File: src/rtl/fcsl_pkg.sv
// Functional notes
// - broken command sequence sets error, drops command
// - program or erase before divider write errors
// - stop during running command sets error
// - write one clears error; zero does nothing
// - erased array at blank check end sets blank
// - blank clears at valid command launch, unless a blank check on an erased array ends in that cycle, and at a blank check end with the array not erased
// - blank reads one only if all erased
// - accept blank 0x05, program 0x20, burst 0x25
// - accept erase 0x40, mass 0x41, abort 0x47
// - any other code rejected with error
package fcsl_pkg;
    localparam int ADDR_W = 3;
    localparam int DATA_W = 8;

    localparam logic [ADDR_W-1:0] OFS_STATUS = 3'h0;
    localparam logic [ADDR_W-1:0] OFS_COMMAND = 3'h1;
    localparam logic [ADDR_W-1:0] OFS_CLK_DIV = 3'h2;
    localparam logic [ADDR_W-1:0] OFS_IRQ_STATUS = 3'h3;
    localparam logic [ADDR_W-1:0] OFS_IRQ_MASK = 3'h4;

    localparam int BIT_CBEF = 7;
    localparam int BIT_CCF = 6;
    localparam int BIT_ACCERR = 4;
    localparam int BIT_BLANK = 2;

    localparam int IRQ_DONE = 0;
    localparam int IRQ_ERR = 1;
    localparam int IRQ_W = 2;

    localparam logic [7:0] CMD_BLANK_CHECK = 8'h05;
    localparam logic [7:0] CMD_SINGLE_PROGRAM = 8'h20;
    localparam logic [7:0] CMD_BURST_PROGRAM = 8'h25;
    localparam logic [7:0] CMD_SECTOR_ERASE = 8'h40;
    localparam logic [7:0] CMD_MASS_ERASE = 8'h41;
    localparam logic [7:0] CMD_SECTOR_ERASE_ABORT = 8'h47;

    localparam logic [7:0] RST_BYTE = 8'h00;
    localparam logic [7:0] RST_CLK_DIV = 8'h00;

    typedef enum logic [1:0] {
        ENG_IDLE = 2'b01,
        ENG_RUN = 2'b10
    } fcsl_eng_t;

    typedef struct packed {
        logic legal;
        logic prog_erase;
        logic blank;
    } fcsl_dec_t;

    typedef struct packed {
        logic start;
        logic [7:0] code;
    } fcsl_cmd_t;
endpackage : fcsl_pkg

File: src/rtl/fcsl_decoder.sv
`timescale 1ns/1ns
`default_nettype none
module fcsl_decoder (
    input wire logic [7:0] i_code,
    output fcsl_pkg::fcsl_dec_t o_dec
);
    always_comb begin
        o_dec = '0;
        case (i_code)
            fcsl_pkg::CMD_BLANK_CHECK: begin
                o_dec.legal = 1'b1;
                o_dec.blank = 1'b1;
            end
            fcsl_pkg::CMD_SINGLE_PROGRAM, fcsl_pkg::CMD_BURST_PROGRAM: begin
                o_dec.legal = 1'b1;
                o_dec.prog_erase = 1'b1;
            end
            fcsl_pkg::CMD_SECTOR_ERASE, fcsl_pkg::CMD_MASS_ERASE: begin
                o_dec.legal = 1'b1;
                o_dec.prog_erase = 1'b1;
            end
            fcsl_pkg::CMD_SECTOR_ERASE_ABORT: begin
                o_dec.legal = 1'b1;
            end
            default: begin
                o_dec = '0;
            end
        endcase
    end
endmodule : fcsl_decoder
`default_nettype wire

File: src/rtl/fcsl_top.sv
// Added by the designer: strobed register access and the register addresses.
`timescale 1ns/1ns
`default_nettype none
module fcsl_top (
    input wire logic i_ref_clk,
    input wire logic i_sys_rst,
    input wire logic [fcsl_pkg::ADDR_W-1:0] i_addr,
    input wire logic [fcsl_pkg::DATA_W-1:0] i_wr_data,
    input wire logic i_wr,
    input wire logic i_rd,
    output logic [fcsl_pkg::DATA_W-1:0] o_rd_data,
    input wire logic i_engine_done,
    input wire logic i_array_erased,
    input wire logic i_stop_req,
    output fcsl_pkg::fcsl_cmd_t o_cmd,
    output logic o_engine_abort,
    output logic [7:0] o_clk_div,
    output logic o_irq
);
    fcsl_pkg::fcsl_eng_t state_r, state_nxt;
    fcsl_pkg::fcsl_dec_t wr_dec;
    fcsl_pkg::fcsl_dec_t run_dec;
    fcsl_pkg::fcsl_cmd_t cmd_nxt;
    logic cbef_r, cbef_nxt;
    logic ccf_r, ccf_nxt;
    logic accerr_r, accerr_nxt;
    logic blank_r, blank_nxt;
    logic cmd_valid_r, cmd_valid_nxt;
    logic pending_r, pending_nxt;
    logic div_set_r, div_set_nxt;
    logic abort_nxt;
    logic [7:0] cmd_code_r, cmd_code_nxt;
    logic [7:0] run_code_r, run_code_nxt;
    logic [7:0] clk_div_r, clk_div_nxt;
    logic [fcsl_pkg::IRQ_W-1:0] irq_stat_r, irq_stat_nxt;
    logic [fcsl_pkg::IRQ_W-1:0] irq_mask_r, irq_mask_nxt;
    logic irq_nxt;
    logic [7:0] rd_data_nxt;
    logic wr_status;
    logic launch;
    logic cmd_write;
    logic acc_set;
    logic done_ev;
    logic [fcsl_pkg::IRQ_W-1:0] irq_ev;

    fcsl_decoder u_wr_dec (
        .i_code(i_wr_data),
        .o_dec(wr_dec)
    );

    fcsl_decoder u_run_dec (
        .i_code(run_code_r),
        .o_dec(run_dec)
    );

    assign wr_status = i_wr && (i_addr == fcsl_pkg::OFS_STATUS);
    assign cmd_write = i_wr && (i_addr == fcsl_pkg::OFS_COMMAND);
    assign launch = wr_status && i_wr_data[fcsl_pkg::BIT_CBEF] && cbef_r;

    always_comb begin
        state_nxt = state_r;
        cbef_nxt = cbef_r;
        accerr_nxt = accerr_r;
        blank_nxt = blank_r;
        cmd_valid_nxt = cmd_valid_r;
        pending_nxt = pending_r;
        div_set_nxt = div_set_r;
        cmd_code_nxt = cmd_code_r;
        run_code_nxt = run_code_r;
        clk_div_nxt = clk_div_r;
        cmd_nxt = '0;
        abort_nxt = 1'b0;
        acc_set = 1'b0;
        done_ev = 1'b0;

        if (i_wr && (i_addr == fcsl_pkg::OFS_CLK_DIV)) begin
            clk_div_nxt = i_wr_data;
            div_set_nxt = 1'b1;
        end

        // command loaded only into an empty buffer with no error pending
        if (cmd_write && !accerr_r) begin
            if (!cbef_r || cmd_valid_r) begin
                acc_set = 1'b1;
            end else if (!wr_dec.legal) begin
                acc_set = 1'b1;
            end else if (wr_dec.prog_erase && !div_set_r) begin
                acc_set = 1'b1;
            end else begin
                cmd_code_nxt = i_wr_data;
                cmd_valid_nxt = 1'b1;
            end
        end

        if (launch) begin
            if (!cmd_valid_r) begin
                acc_set = 1'b1;
            end else begin
                cmd_valid_nxt = 1'b0;
                blank_nxt = 1'b0;
                if (state_r == fcsl_pkg::ENG_IDLE) begin
                    cmd_nxt.start = 1'b1;
                    cmd_nxt.code = cmd_code_r;
                    run_code_nxt = cmd_code_r;
                    state_nxt = fcsl_pkg::ENG_RUN;
                end else begin
                    pending_nxt = 1'b1; // buffer full until engine takes it
                    cbef_nxt = 1'b0;
                end
            end
        end

        case (state_r)
            fcsl_pkg::ENG_IDLE: begin
                state_nxt = launch && cmd_valid_r ? fcsl_pkg::ENG_RUN : fcsl_pkg::ENG_IDLE;
            end
            fcsl_pkg::ENG_RUN: begin
                if (i_stop_req) begin
                    // stop kills running and queued work alike
                    acc_set = 1'b1;
                    abort_nxt = 1'b1;
                    pending_nxt = 1'b0;
                    cbef_nxt = 1'b1;
                    state_nxt = fcsl_pkg::ENG_IDLE;
                end else if (i_engine_done) begin
                    if (run_dec.blank) begin
                        blank_nxt = i_array_erased;
                    end
                    if (pending_r || (launch && cmd_valid_r)) begin
                        cmd_nxt.start = 1'b1;
                        cmd_nxt.code = cmd_code_r;
                        run_code_nxt = cmd_code_r;
                        pending_nxt = 1'b0;
                        cbef_nxt = 1'b1;
                        state_nxt = fcsl_pkg::ENG_RUN;
                    end else begin
                        done_ev = 1'b1;
                        state_nxt = fcsl_pkg::ENG_IDLE;
                    end
                end
            end
            default: begin
                state_nxt = fcsl_pkg::ENG_IDLE;
            end
        endcase

        // set wins over a clear in the same cycle
        if (wr_status && i_wr_data[fcsl_pkg::BIT_ACCERR]) begin
            accerr_nxt = 1'b0;
        end
        if (acc_set) begin
            accerr_nxt = 1'b1;
            cmd_valid_nxt = 1'b0;
        end
    end

    always_comb begin
        ccf_nxt = (state_nxt == fcsl_pkg::ENG_IDLE) && !pending_nxt;
        irq_ev = '0;
        irq_ev[fcsl_pkg::IRQ_DONE] = done_ev;
        irq_ev[fcsl_pkg::IRQ_ERR] = acc_set;
        irq_stat_nxt = irq_stat_r;
        irq_mask_nxt = irq_mask_r;
        if (i_wr && (i_addr == fcsl_pkg::OFS_IRQ_STATUS)) begin
            irq_stat_nxt = irq_stat_r & ~i_wr_data[fcsl_pkg::IRQ_W-1:0];
        end
        irq_stat_nxt = irq_stat_nxt | irq_ev;
        if (i_wr && (i_addr == fcsl_pkg::OFS_IRQ_MASK)) begin
            irq_mask_nxt = i_wr_data[fcsl_pkg::IRQ_W-1:0];
        end
        irq_nxt = |(irq_stat_nxt & irq_mask_nxt);
    end

    always_comb begin
        rd_data_nxt = fcsl_pkg::RST_BYTE;
        if (i_rd) begin
            case (i_addr)
                fcsl_pkg::OFS_STATUS: begin
                    rd_data_nxt[fcsl_pkg::BIT_CBEF] = cbef_r;
                    rd_data_nxt[fcsl_pkg::BIT_CCF] = ccf_r;
                    rd_data_nxt[fcsl_pkg::BIT_ACCERR] = accerr_r;
                    rd_data_nxt[fcsl_pkg::BIT_BLANK] = blank_r;
                end
                fcsl_pkg::OFS_COMMAND: begin
                    rd_data_nxt = cmd_code_r;
                end
                fcsl_pkg::OFS_CLK_DIV: begin
                    rd_data_nxt = clk_div_r;
                end
                fcsl_pkg::OFS_IRQ_STATUS: begin
                    rd_data_nxt[fcsl_pkg::IRQ_W-1:0] = irq_stat_r;
                end
                fcsl_pkg::OFS_IRQ_MASK: begin
                    rd_data_nxt[fcsl_pkg::IRQ_W-1:0] = irq_mask_r;
                end
                default: begin
                    rd_data_nxt = fcsl_pkg::RST_BYTE;
                end
            endcase
        end
    end

    always_ff @(posedge i_ref_clk) begin
        if (i_sys_rst) begin
            state_r <= fcsl_pkg::ENG_IDLE;
            cbef_r <= 1'b1;
            ccf_r <= 1'b1;
            accerr_r <= 1'b0;
            blank_r <= 1'b0;
            cmd_valid_r <= 1'b0;
            pending_r <= 1'b0;
            div_set_r <= 1'b0;
            cmd_code_r <= fcsl_pkg::RST_BYTE;
            run_code_r <= fcsl_pkg::RST_BYTE;
            clk_div_r <= fcsl_pkg::RST_CLK_DIV;
            irq_stat_r <= '0;
            irq_mask_r <= '0;
            o_irq <= 1'b0;
            o_rd_data <= fcsl_pkg::RST_BYTE;
            o_cmd <= '0;
            o_engine_abort <= 1'b0;
            o_clk_div <= fcsl_pkg::RST_CLK_DIV;
        end else begin
            state_r <= state_nxt;
            cbef_r <= cbef_nxt;
            ccf_r <= ccf_nxt;
            accerr_r <= accerr_nxt;
            blank_r <= blank_nxt;
            cmd_valid_r <= cmd_valid_nxt;
            pending_r <= pending_nxt;
            div_set_r <= div_set_nxt;
            cmd_code_r <= cmd_code_nxt;
            run_code_r <= run_code_nxt;
            clk_div_r <= clk_div_nxt;
            irq_stat_r <= irq_stat_nxt;
            irq_mask_r <= irq_mask_nxt;
            o_irq <= irq_nxt;
            o_rd_data <= rd_data_nxt;
            o_cmd <= cmd_nxt;
            o_engine_abort <= abort_nxt;
            o_clk_div <= clk_div_nxt;
        end
    end
endmodule : fcsl_top
`default_nettype wire

File: config.mk
export PLATFORM = sky130hd
export DESIGN_NAME = fcsl_top
export DESIGN_NICKNAME = d
export VERILOG_FILES = /design/src/rtl/fcsl_pkg.sv /design/src/rtl/fcsl_decoder.sv /design/src/rtl/fcsl_top.sv
export SDC_FILE = /design/constraint.sdc
export NUM_CORES = 1
export LEC_CHECK = 0
export BUFFER_PORTS_ARGS = -buffer_cell sky130_fd_sc_hd__buf_2
export CAP_MARGIN = 20
export CORE_UTILIZATION = 30
export CTS_CLUSTER_DIAMETER = 50
export DETAILED_ROUTE_END_ITERATION = 6
export GPL_TIMING_DRIVEN = 0
export HOLD_SLACK_MARGIN = 0.12
export MAX_ROUTING_LAYER = met4
export PLACE_DENSITY = 0.58
export REMOVE_ABC_BUFFERS = 1
export SYNTH_ARGS = -nofsm -noshare
export SYNTH_HDL_FRONTEND = slang
export SYNTH_HIERARCHICAL = 1
export SYNTH_SLANG_ARGS = --single-unit
File: constraint.sdc
create_clock -name i_ref_clk -period 1.7 [get_ports i_ref_clk]
set_input_delay 0.34 -clock i_ref_clk [delete_from_list [all_inputs] [get_ports i_ref_clk]]
set_output_delay 0.34 -clock i_ref_clk [all_outputs]
set_load 0.01 [all_outputs]
Yosys cells after proc, flatten, opt, wreduce, memory -nomap -nowiden
Cells that the tools add are included.
{"block": "op_classes", "n_mux": 71, "bitwise": 8, "n_reduce_logical": 27, "eq_ne": 14}
{"cell": "$mux 9", "n": 7}
{"cell": "$mux 8", "n": 7}
{"cell": "$mux 1", "n": 44}
{"cell": "$eq 8x7->1 const B", "n": 3}
{"cell": "$eq 8x3->1 const B", "n": 2}
{"cell": "$eq 8x6->1 const B", "n": 2}
{"cell": "$logic_and 1x1->1", "n": 12}
{"cell": "$mux 2", "n": 6}
{"cell": "$pmux 2 s4", "n": 1}
{"cell": "$reduce_or 2->1", "n": 4}
{"cell": "$eq 3x2->1 const B", "n": 2}
{"cell": "$pmux 1 s3", "n": 2}
{"cell": "$pmux 2 s3", "n": 1}
{"cell": "$reduce_or 6->1", "n": 1}
{"cell": "$and 2x2->2", "n": 2}
{"cell": "$eq 2x1->1 const B", "n": 2}
{"cell": "$logic_not 1->1", "n": 4}
{"cell": "$not 1->1", "n": 4}
{"cell": "$pmux 1 s2", "n": 2}
{"cell": "$pmux 2 s2", "n": 1}
{"cell": "$reduce_and 4->1", "n": 1}
{"cell": "$reduce_or 4->1", "n": 1}
{"cell": "$eq 3x1->1 const B", "n": 1}
{"cell": "$eq 3x3->1 const B", "n": 1}
{"cell": "other kinds (6)", "n": 7}
{"block": "totals", "register_bits": 56, "wordCells": 138}

Longest topological paths before layout
Gate-level depths: netlist of run 1.
{"block": "depth", "ltp_word": 15, "depth_mapped": 9, "depth_no_buf": 8}

By module
Netlist of run 1, hierarchy kept.
{"mod": "fcsl_top", "seq_area_each_um2": 1121.1, "cells_each": 241, "n_inst": 1, "area_each_um2": 2257.2}
{"mod": "fcsl_decoder", "seq_area_each_um2": 0.0, "cells_each": 17, "n_inst": 2, "area_each_um2": 116.4}

Worst setup path before layout of run 1
No wires, ideal clock.
{"block": "synth_timing", "path_kind": "register -> register", "start": "register state_r[0]", "end": "register o_cmd[0] (netlist name)", "synth_period_minus_slack_ps": 1695, "arrival_time_ps": 1580, "path_stages_with_launch": 10, "setup_ps": 115, "setup_slack_ps": 5, "cell_sequence": "dfxtp_1 inv_1 ha_1 and3b_1 nor2_1 o22ai_2 buf_6 and2b_1 buf_4 and2_1"}
{"block": "synth_via", "elab_chain_cells": 8, "elab_cells_between_ends": 9, "cone_classes": "eq/ne: 2; mux: 7"}
{"item": "start: declaration", "line_no": "fcsl_top.sv:20", "rtl": "fcsl_pkg::fcsl_eng_t state_r, state_nxt;"}
{"item": "start signal: assignment", "line_no": "fcsl_top.sv:205", "rtl": "state_r <= fcsl_pkg::ENG_IDLE;"}
{"item": "start signal: assignment", "line_no": "fcsl_top.sv:224", "rtl": "state_r <= state_nxt;"}
{"item": "$eq 2x1->1", "line_no": "fcsl_top.sv:101", "rtl": "if (state_r == fcsl_pkg::ENG_IDLE) begin"}
{"item": "$mux 9", "line_no": "fcsl_top.sv:101"}
{"item": "$mux 9", "line_no": "fcsl_top.sv:96", "rtl": "if (!cmd_valid_r) begin"}
{"item": "$mux 9", "line_no": "fcsl_top.sv:95", "rtl": "if (launch) begin"}
{"item": "$mux 9", "line_no": "fcsl_top.sv:129", "rtl": "if (pending_r || (launch && cmd_valid_r)) begin"}
{"item": "$mux 9", "line_no": "fcsl_top.sv:125", "rtl": "end else if (i_engine_done) begin"}
{"item": "$mux 9", "line_no": "fcsl_top.sv:118", "rtl": "if (i_stop_req) begin"}
{"item": "$mux 9 (*)", "line_no": "fcsl_top.sv:113", "rtl": "case (state_r)"}
{"item": "end signal: assignment", "line_no": "fcsl_top.sv:239", "rtl": "o_cmd <= cmd_nxt;"}
{"item": "end: declaration", "line_no": "fcsl_top.sv:15", "rtl": "output fcsl_pkg::fcsl_cmd_t o_cmd,"}
Every way passes the cells marked *; elsewhere a longest branch is shown, timed or not.
A chain may end at the register's enable or synchronous reset.

Worst setup path in the final report of run 1
{"block": "layout_timing", "start": "input i_addr[1] (netlist name)", "end": "register run_code_r[2]"}
{"block": "layout_via", "elab_chain_cells": 10, "elab_cells_between_ends": 11, "cone_classes": "mux: 5; reduce/logical: 6"}
{"item": "start: declaration", "line_no": "fcsl_top.sv:7", "rtl": "input wire logic [fcsl_pkg::ADDR_W-1:0] i_addr,"}
{"item": "$logic_not 3->1 (*)", "line_no": "fcsl_top.sv:56", "rtl": "assign wr_status = i_wr && (i_addr == fcsl_pkg::OFS_STATUS);"}
{"item": "$logic_and 1x1->1 (*)", "line_no": "fcsl_top.sv:56"}
{"item": "$logic_and 1x1->1 (*) (2 in a row)", "line_no": "fcsl_top.sv:58", "rtl": "assign launch = wr_status && i_wr_data[fcsl_pkg::BIT_CBEF] && cbef_r;"}
{"item": "$logic_and 1x1->1", "line_no": "fcsl_top.sv:129"}
{"item": "$logic_or 1x1->1", "line_no": "fcsl_top.sv:129"}
{"item": "$mux 8", "line_no": "fcsl_top.sv:129"}
{"item": "$mux 8", "line_no": "fcsl_top.sv:125"}
{"item": "$mux 8", "line_no": "fcsl_top.sv:118"}
{"item": "$mux 8 (*)", "line_no": "fcsl_top.sv:113"}
{"item": "end signal: assignment", "line_no": "fcsl_top.sv:214", "rtl": "run_code_r <= fcsl_pkg::RST_BYTE;"}
{"item": "end signal: assignment", "line_no": "fcsl_top.sv:233", "rtl": "run_code_r <= run_code_nxt;"}
{"item": "end: declaration", "line_no": "fcsl_top.sv:33", "rtl": "logic [7:0] run_code_r, run_code_nxt;"}
Marks and branches as above.

==> results.json, run 1 <==
{
  "status": "completed",
  "syn_inst": 260,
  "postSynthAreaPerCell_um2": 9.225,
  "n_antenna_cell": 0,
  "dr.pass1.iters": 4,
  "ant_nets": 0,
  "p_leak_nw": 1.132,
  "finalHoldViolCount": 0,
  "drtIter0Drc": 127,
  "p_int_mw": 1.682,
  "die_h_um": 91.42,
  "pre_cts_ws_ns": -0.6392,
  "whs_ns": 0.2814,
  "fin_crit_sh_pct": 95.76,
  "tightest_slew_ns": 0.7123,
  "fmax_mhz": 614.3,
  "cp_slowest_cell": "nor4b_4",
  "critPathMaxFanout": 14,
  "hp-class": "in -> reg",
  "clockBufferDepth": 2,
  "wl_um": 5660,
  "p_comb_share_pct": 7.1,
  "clk_pin_slew_worst_paths_ns": 0.10,
  "numCtsBuffers": 5,
  "clock-sinks": 56,
  "p_clk_share_pct": 33.8,
  "worstPathCellList": "clkbuf_4 > nor4b_4 > nand4_2 > o22ai_4 > buf_4 > mux2i_1 > nor2_1",
  "setup_ws_ns": 0.07216,
  "crit_type": "in -> reg",
  "antenna_found_initial": 0,
  "fillers": 779,
  "pin_count": 45,
  "cp_num_buf_inv": 2,
  "die_w_um": 91.42,
  "cts-root-buf": "clkbuf_8",
  "area_growth_pct": 22.22,
  "die_area_um2": 8357,
  "power_mw": 2.247,
  "portBuffers": 44,
  "max_stage_delay_ns": 0.38,
  "overflow": 0,
  "switching_share_pct": 25.16,
  "clock_latency_ns": 0.31,
  "cap_viol_max_count": 0,
  "final_max_slew_viol_count": 0,
  "path_delay_family": "simple AND/OR/NAND/NOR gates",
  "critPathRequiredTime_ns": 1.88,
  "routabilityCongestion": 0.7983,
  "drc": 0,
  "powerDensity_nw_per_um2": 766.5,
  "cts_tree": "done",
  "via_count": 1942,
  "initial_core_util_pct": 31.04,
  "start_kind": "input port",
  "layout-drive-gt1-share_pct": 26.86,
  "cts_max_level": 2,
  "hpwl_um": 3955,
  "p_seq_share_pct": 59.1,
  "fp-row-count": 32,
  "grt_pass1_vias": 1809,
  "routed_via_density": 4.725,
  "wl_per_cell_um": 13.77,
  "setup_viol": 0,
  "arrival_ns": 1.81,
  "clock_skew_ns": 0.009139,
  "fin_nets": 328,
  "ctsHoldBuffers": 0,
  "grt.total_usage_pct": 14.28,
  "grt_max_degree": 40,
  "grt_pass1_wl_um": 9087,
  "yosysWarnings": 6,
  "syn-cell-area_um2": 2399,
  "end_kind": "register",
  "fin_area_um2": 2932,
  "place_area_um2": 2706,
  "core_um2": 7727,
  "switching_power_mw": 0.5653,
  "peakVddDrop_v": 0.0003727,
  "fin_crit_ns": 1.628,
  "maxSlewHeadroom_pct": 52.51
}
worst paths after layout:
path	from	end	slack, ns	depth (start not counted)
setup / recovery	i_addr[1]	run_code_r[2]	0.07	7
hold / removal	i_array_erased	blank_r	0.28	3
hold reg to reg	clk_div_r[0]	clk_div_r[0]	0.48	2
setup reg to reg	state_r[0]	o_cmd[5]	0.10	7
cell type report:
cell class	instances	area, µm²	area share (%)
multi-input cells	187	1271	43.36
flip-flops and latches	56	1124	38.33
repair buffers	52	290.3	9.902
well taps	102	127.6	4.353
clock buffers	5	68.82	2.347
clock inverters	3	27.53	0.9390
inverters	6	22.52	0.7682
layout by cell type, fill, tap and decap left out, types with 6 or more instances in the layout:
| cell | n |
|---|---|
| buf_4 | 6 |
| nor2b_1 | 7 |
| and2_1 | 10 |
| nand2_1 | 26 |
| inv_1 | 6 |
| mux2i_1 | 24 |
| a21oi_1 | 21 |
| dfxtp_1 | 54 |
| nor2_1 | 37 |
| buf_2 | 43 |
per-stage QoR:
step                      std cells  util [%]  setup TNS (ns)
final                           411     37.94               0
after global routing            411     37.94        -0.03035
after CTS                       408     37.26               0
after detailed placement        396     35.02          -16.61
after global placement          395     34.84          -25.84
after floorplan                 249         -          -7.445
tightest hold or removal path: stages:
cell and delay, ns:
buf_2 0.11, nand3_1 0.06, a21oi_1 0.05
power by group through the flow:
| stage | combinational (mW) | sequential, mW | clock, mW |
|---|---|---|---|
| 4_1_cts | 0.156 | 1.33 | 0.792 |
| 3_5_place_dp | 0.152 | 1.36 | 0 |
| 6_report | 0.160 | 1.33 | 0.759 |
| 2_1_floorplan | 0.0622 | 1.36 | 0 |
| 5_1_grt | 0.174 | 1.33 | 0.848 |
| 3_3_place_gp | 0.150 | 1.36 | 0 |
repair_timing:
item                       4_1_cts  5_1_grt
pin swaps                        3        4
hold endpoints to repair         0        0
resized for setup               11        6
gates cloned                     0        0
buffers inserted                 4        3
setup endpoints to repair       29       26
metal layers:
metal	GRT usage [%]	part of all wire, %	vias up
met5	-	0	-
met4	3.968	0.81	0
met3	2.764	3.9	4
met2	22.24	48	45
met1	18.82	48	907
li1	-	-	986
flip-flops by register name, summed over array words and instances (netlist names), 2 cells and up:
name / count
clk_div_r: 8
o_cmd: 9
o_rd_data: 8
run_code_r: 8
irq_mask_r: 2
state_r: 2
irq_stat_r: 2
cmd_code_r: 8
(Power assumes the default switching activity.)
==> inputs of run 2 (changes only) <==
Settings changed: CELL_PAD_IN_SITES_DETAIL_PLACEMENT set to 1, CELL_PAD_IN_SITES_GLOBAL_PLACEMENT set to 1, PLACE_DENSITY 0.58 to unset, PLACE_DENSITY_LB_ADDON set to 0.2.
==> run 2 against run 1 <==
Final cell count down 0.24%. Largest cell class unchanged. Combinational power up 3%. Cell area up 1.3%. Die area unchanged. Clock skew down 0.0021 ns. Flip-flop and latch count unchanged. Setup slack better by 0.022 ns. Clock-buffer cell count unchanged. Total power up 6.5%. Register-to-register slack about the same. Worst hold slack better by 0.0014 ns.
==> results.json, run 2 (synthesized netlist as in run 1, its figures left out) <==
{
  "status": "completed",
  "dr.pass1.iters": 3,
  "drc": 0,
  "critPathRequiredTime_ns": 1.92,
  "fin_nets": 327,
  "grt.total_usage_pct": 16.37,
  "wl_per_cell_um": 15.21,
  "arrival_ns": 1.82,
  "fin_area_um2": 2970,
  "portBuffers": 44,
  "numCtsBuffers": 5,
  "core_um2": 7727,
  "largest_register": "o_cmd",
  "p_int_mw": 1.824,
  "fmax_mhz": 622.8,
  "tightest_slew_ns": 0.7612,
  "ctsHoldBuffers": 0,
  "layout-drive-gt1-share_pct": 27.27,
  "mostFrequentLayoutCells": "54 x dfxtp_1, 42 x buf_2, 37 x nor2_1",
  "setup_viol": 0,
  "final_max_slew_viol_count": 0,
  "hpwl_um": 4410,
  "grt_pass1_vias": 1949,
  "wl_um": 6237,
  "fin_crit_ns": 1.606,
  "clockBufferDepth": 2,
  "finalHoldViolCount": 0,
  "maxSlewHeadroom_pct": 49.25,
  "final_common_cell": "dfxtp_1",
  "cts_tree": "done",
  "grt_max_degree": 40,
  "hp-class": "in -> reg",
  "p_seq_share_pct": 55.5,
  "multi_input_area_um2": 1287,
  "die_h_um": 91.42,
  "largest_register_ffs": 9,
  "drtIter0Drc": 91,
  "grt_pass1_wl_um": 10410,
  "n_antenna_cell": 0,
  "clk_pin_slew_worst_paths_ns": 0.10,
  "antenna_found_initial": 0,
  "fillers": 919,
  "wl_met2_um": 3012,
  "p_leak_nw": 1.148,
  "die_w_um": 91.42,
  "cts-root-buf": "clkbuf_8",
  "p_comb_share_pct": 6.9,
  "die_area_um2": 8357,
  "fin_crit_sh_pct": 94.44,
  "routabilityCongestion": 0.7659,
  "overflow": 0,
  "switching_share_pct": 23.76,
  "switching_power_mw": 0.5686,
  "clock_latency_ns": 0.32,
  "met1_length_um": 2979,
  "cts_max_level": 2,
  "pin_count": 45,
  "cap_viol_max_count": 0,
  "peakVddDrop_v": 0.0003764,
  "p_clk_share_pct": 37.6,
  "start_kind": "register",
  "crit_type": "reg -> reg",
  "clock-sinks": 56,
  "wl_met3_um": 160,
  "power_mw": 2.393,
  "area_growth_pct": 23.84,
  "whs_ns": 0.2829,
  "routed_via_density": 4.795,
  "clock_skew_ns": 0.006995,
  "ant_nets": 0,
  "critPathMaxFanout": 9,
  "powerDensity_nw_per_um2": 805.6,
  "top_layer_used": "met4",
  "end_kind": "register",
  "place_area_um2": 2706,
  "initial_core_util_pct": 31.04,
  "fp-row-count": 32,
  "regArea_um2": 1124,
  "via_count": 1966
}
## run 2: layout make-up
type	count	area share, %
Inverter	6	0.7582
Clock inverter	3	1.559
Multi-Input combinational cell	187	43.34
Sequential cell	56	37.83
Tap cell	102	4.297
Clock buffer	5	2.317
Timing Repair Buffer	51	9.899
## run 2: what timing repair did
item                                    in CTS  in global routing
setup buffers                                4                  2
endpoints found under the setup margin      29                 27
resized for setup                           10                 12
pin swaps                                    3                  8
## run 2: worst paths after layout
kind,start,endpoint,slack [ns],depth (start not counted)
setup / recovery,state_r[0],o_cmd[1],0.09,8
setup reg to reg,state_r[0],o_cmd[1],0.09,8
hold / removal,i_array_erased,blank_r,0.28,3
hold reg to reg,div_set_r,div_set_r,0.47,2
## run 2: worst max-delay path, stage by stage (launching register included)
cell	delay, ns
dfxtp_2	0.34
inv_1	0.06
ha_4	0.18
and3b_2	0.24
nor2_4	0.10
o22ai_4	0.08
buf_12	0.15
and2b_4	0.19
and2_1	0.16
## run 2: power groups by stage
stage | logic, mW | clock network (mW) | registers, mW
6_report | 0.165 | 0.900 | 1.33
3_3_place_gp | 0.154 | 0 | 1.36
3_5_place_dp | 0.156 | 0 | 1.36
2_1_floorplan | 0.0622 | 0 | 1.36
5_1_grt | 0.183 | 1.00 | 1.33
4_1_cts | 0.159 | 0.944 | 1.33
## run 2: routing by layer
layer / GRT usage [%] / up-vias
li1: - / 981
met1: 21.02 / 952
met2: 26.13 / 27
met3: 2.596 / 6
met4: 5.556 / 0
met5: - / -
## run 2: per-stage QoR
step            TNS (ns)  utilization (%)  worst slack [ns]  std cells
5_1_grt        -0.005363            38.44         -0.005363        410
6_report               0            38.44           0.09446        410
3_5_place_dp      -17.80            35.02           -0.6962        396
4_1_cts         -0.02773            37.55          -0.01648        408
2_1_floorplan     -7.445                -           -0.8378        249
3_3_place_gp      -28.09            34.84            -1.748        395
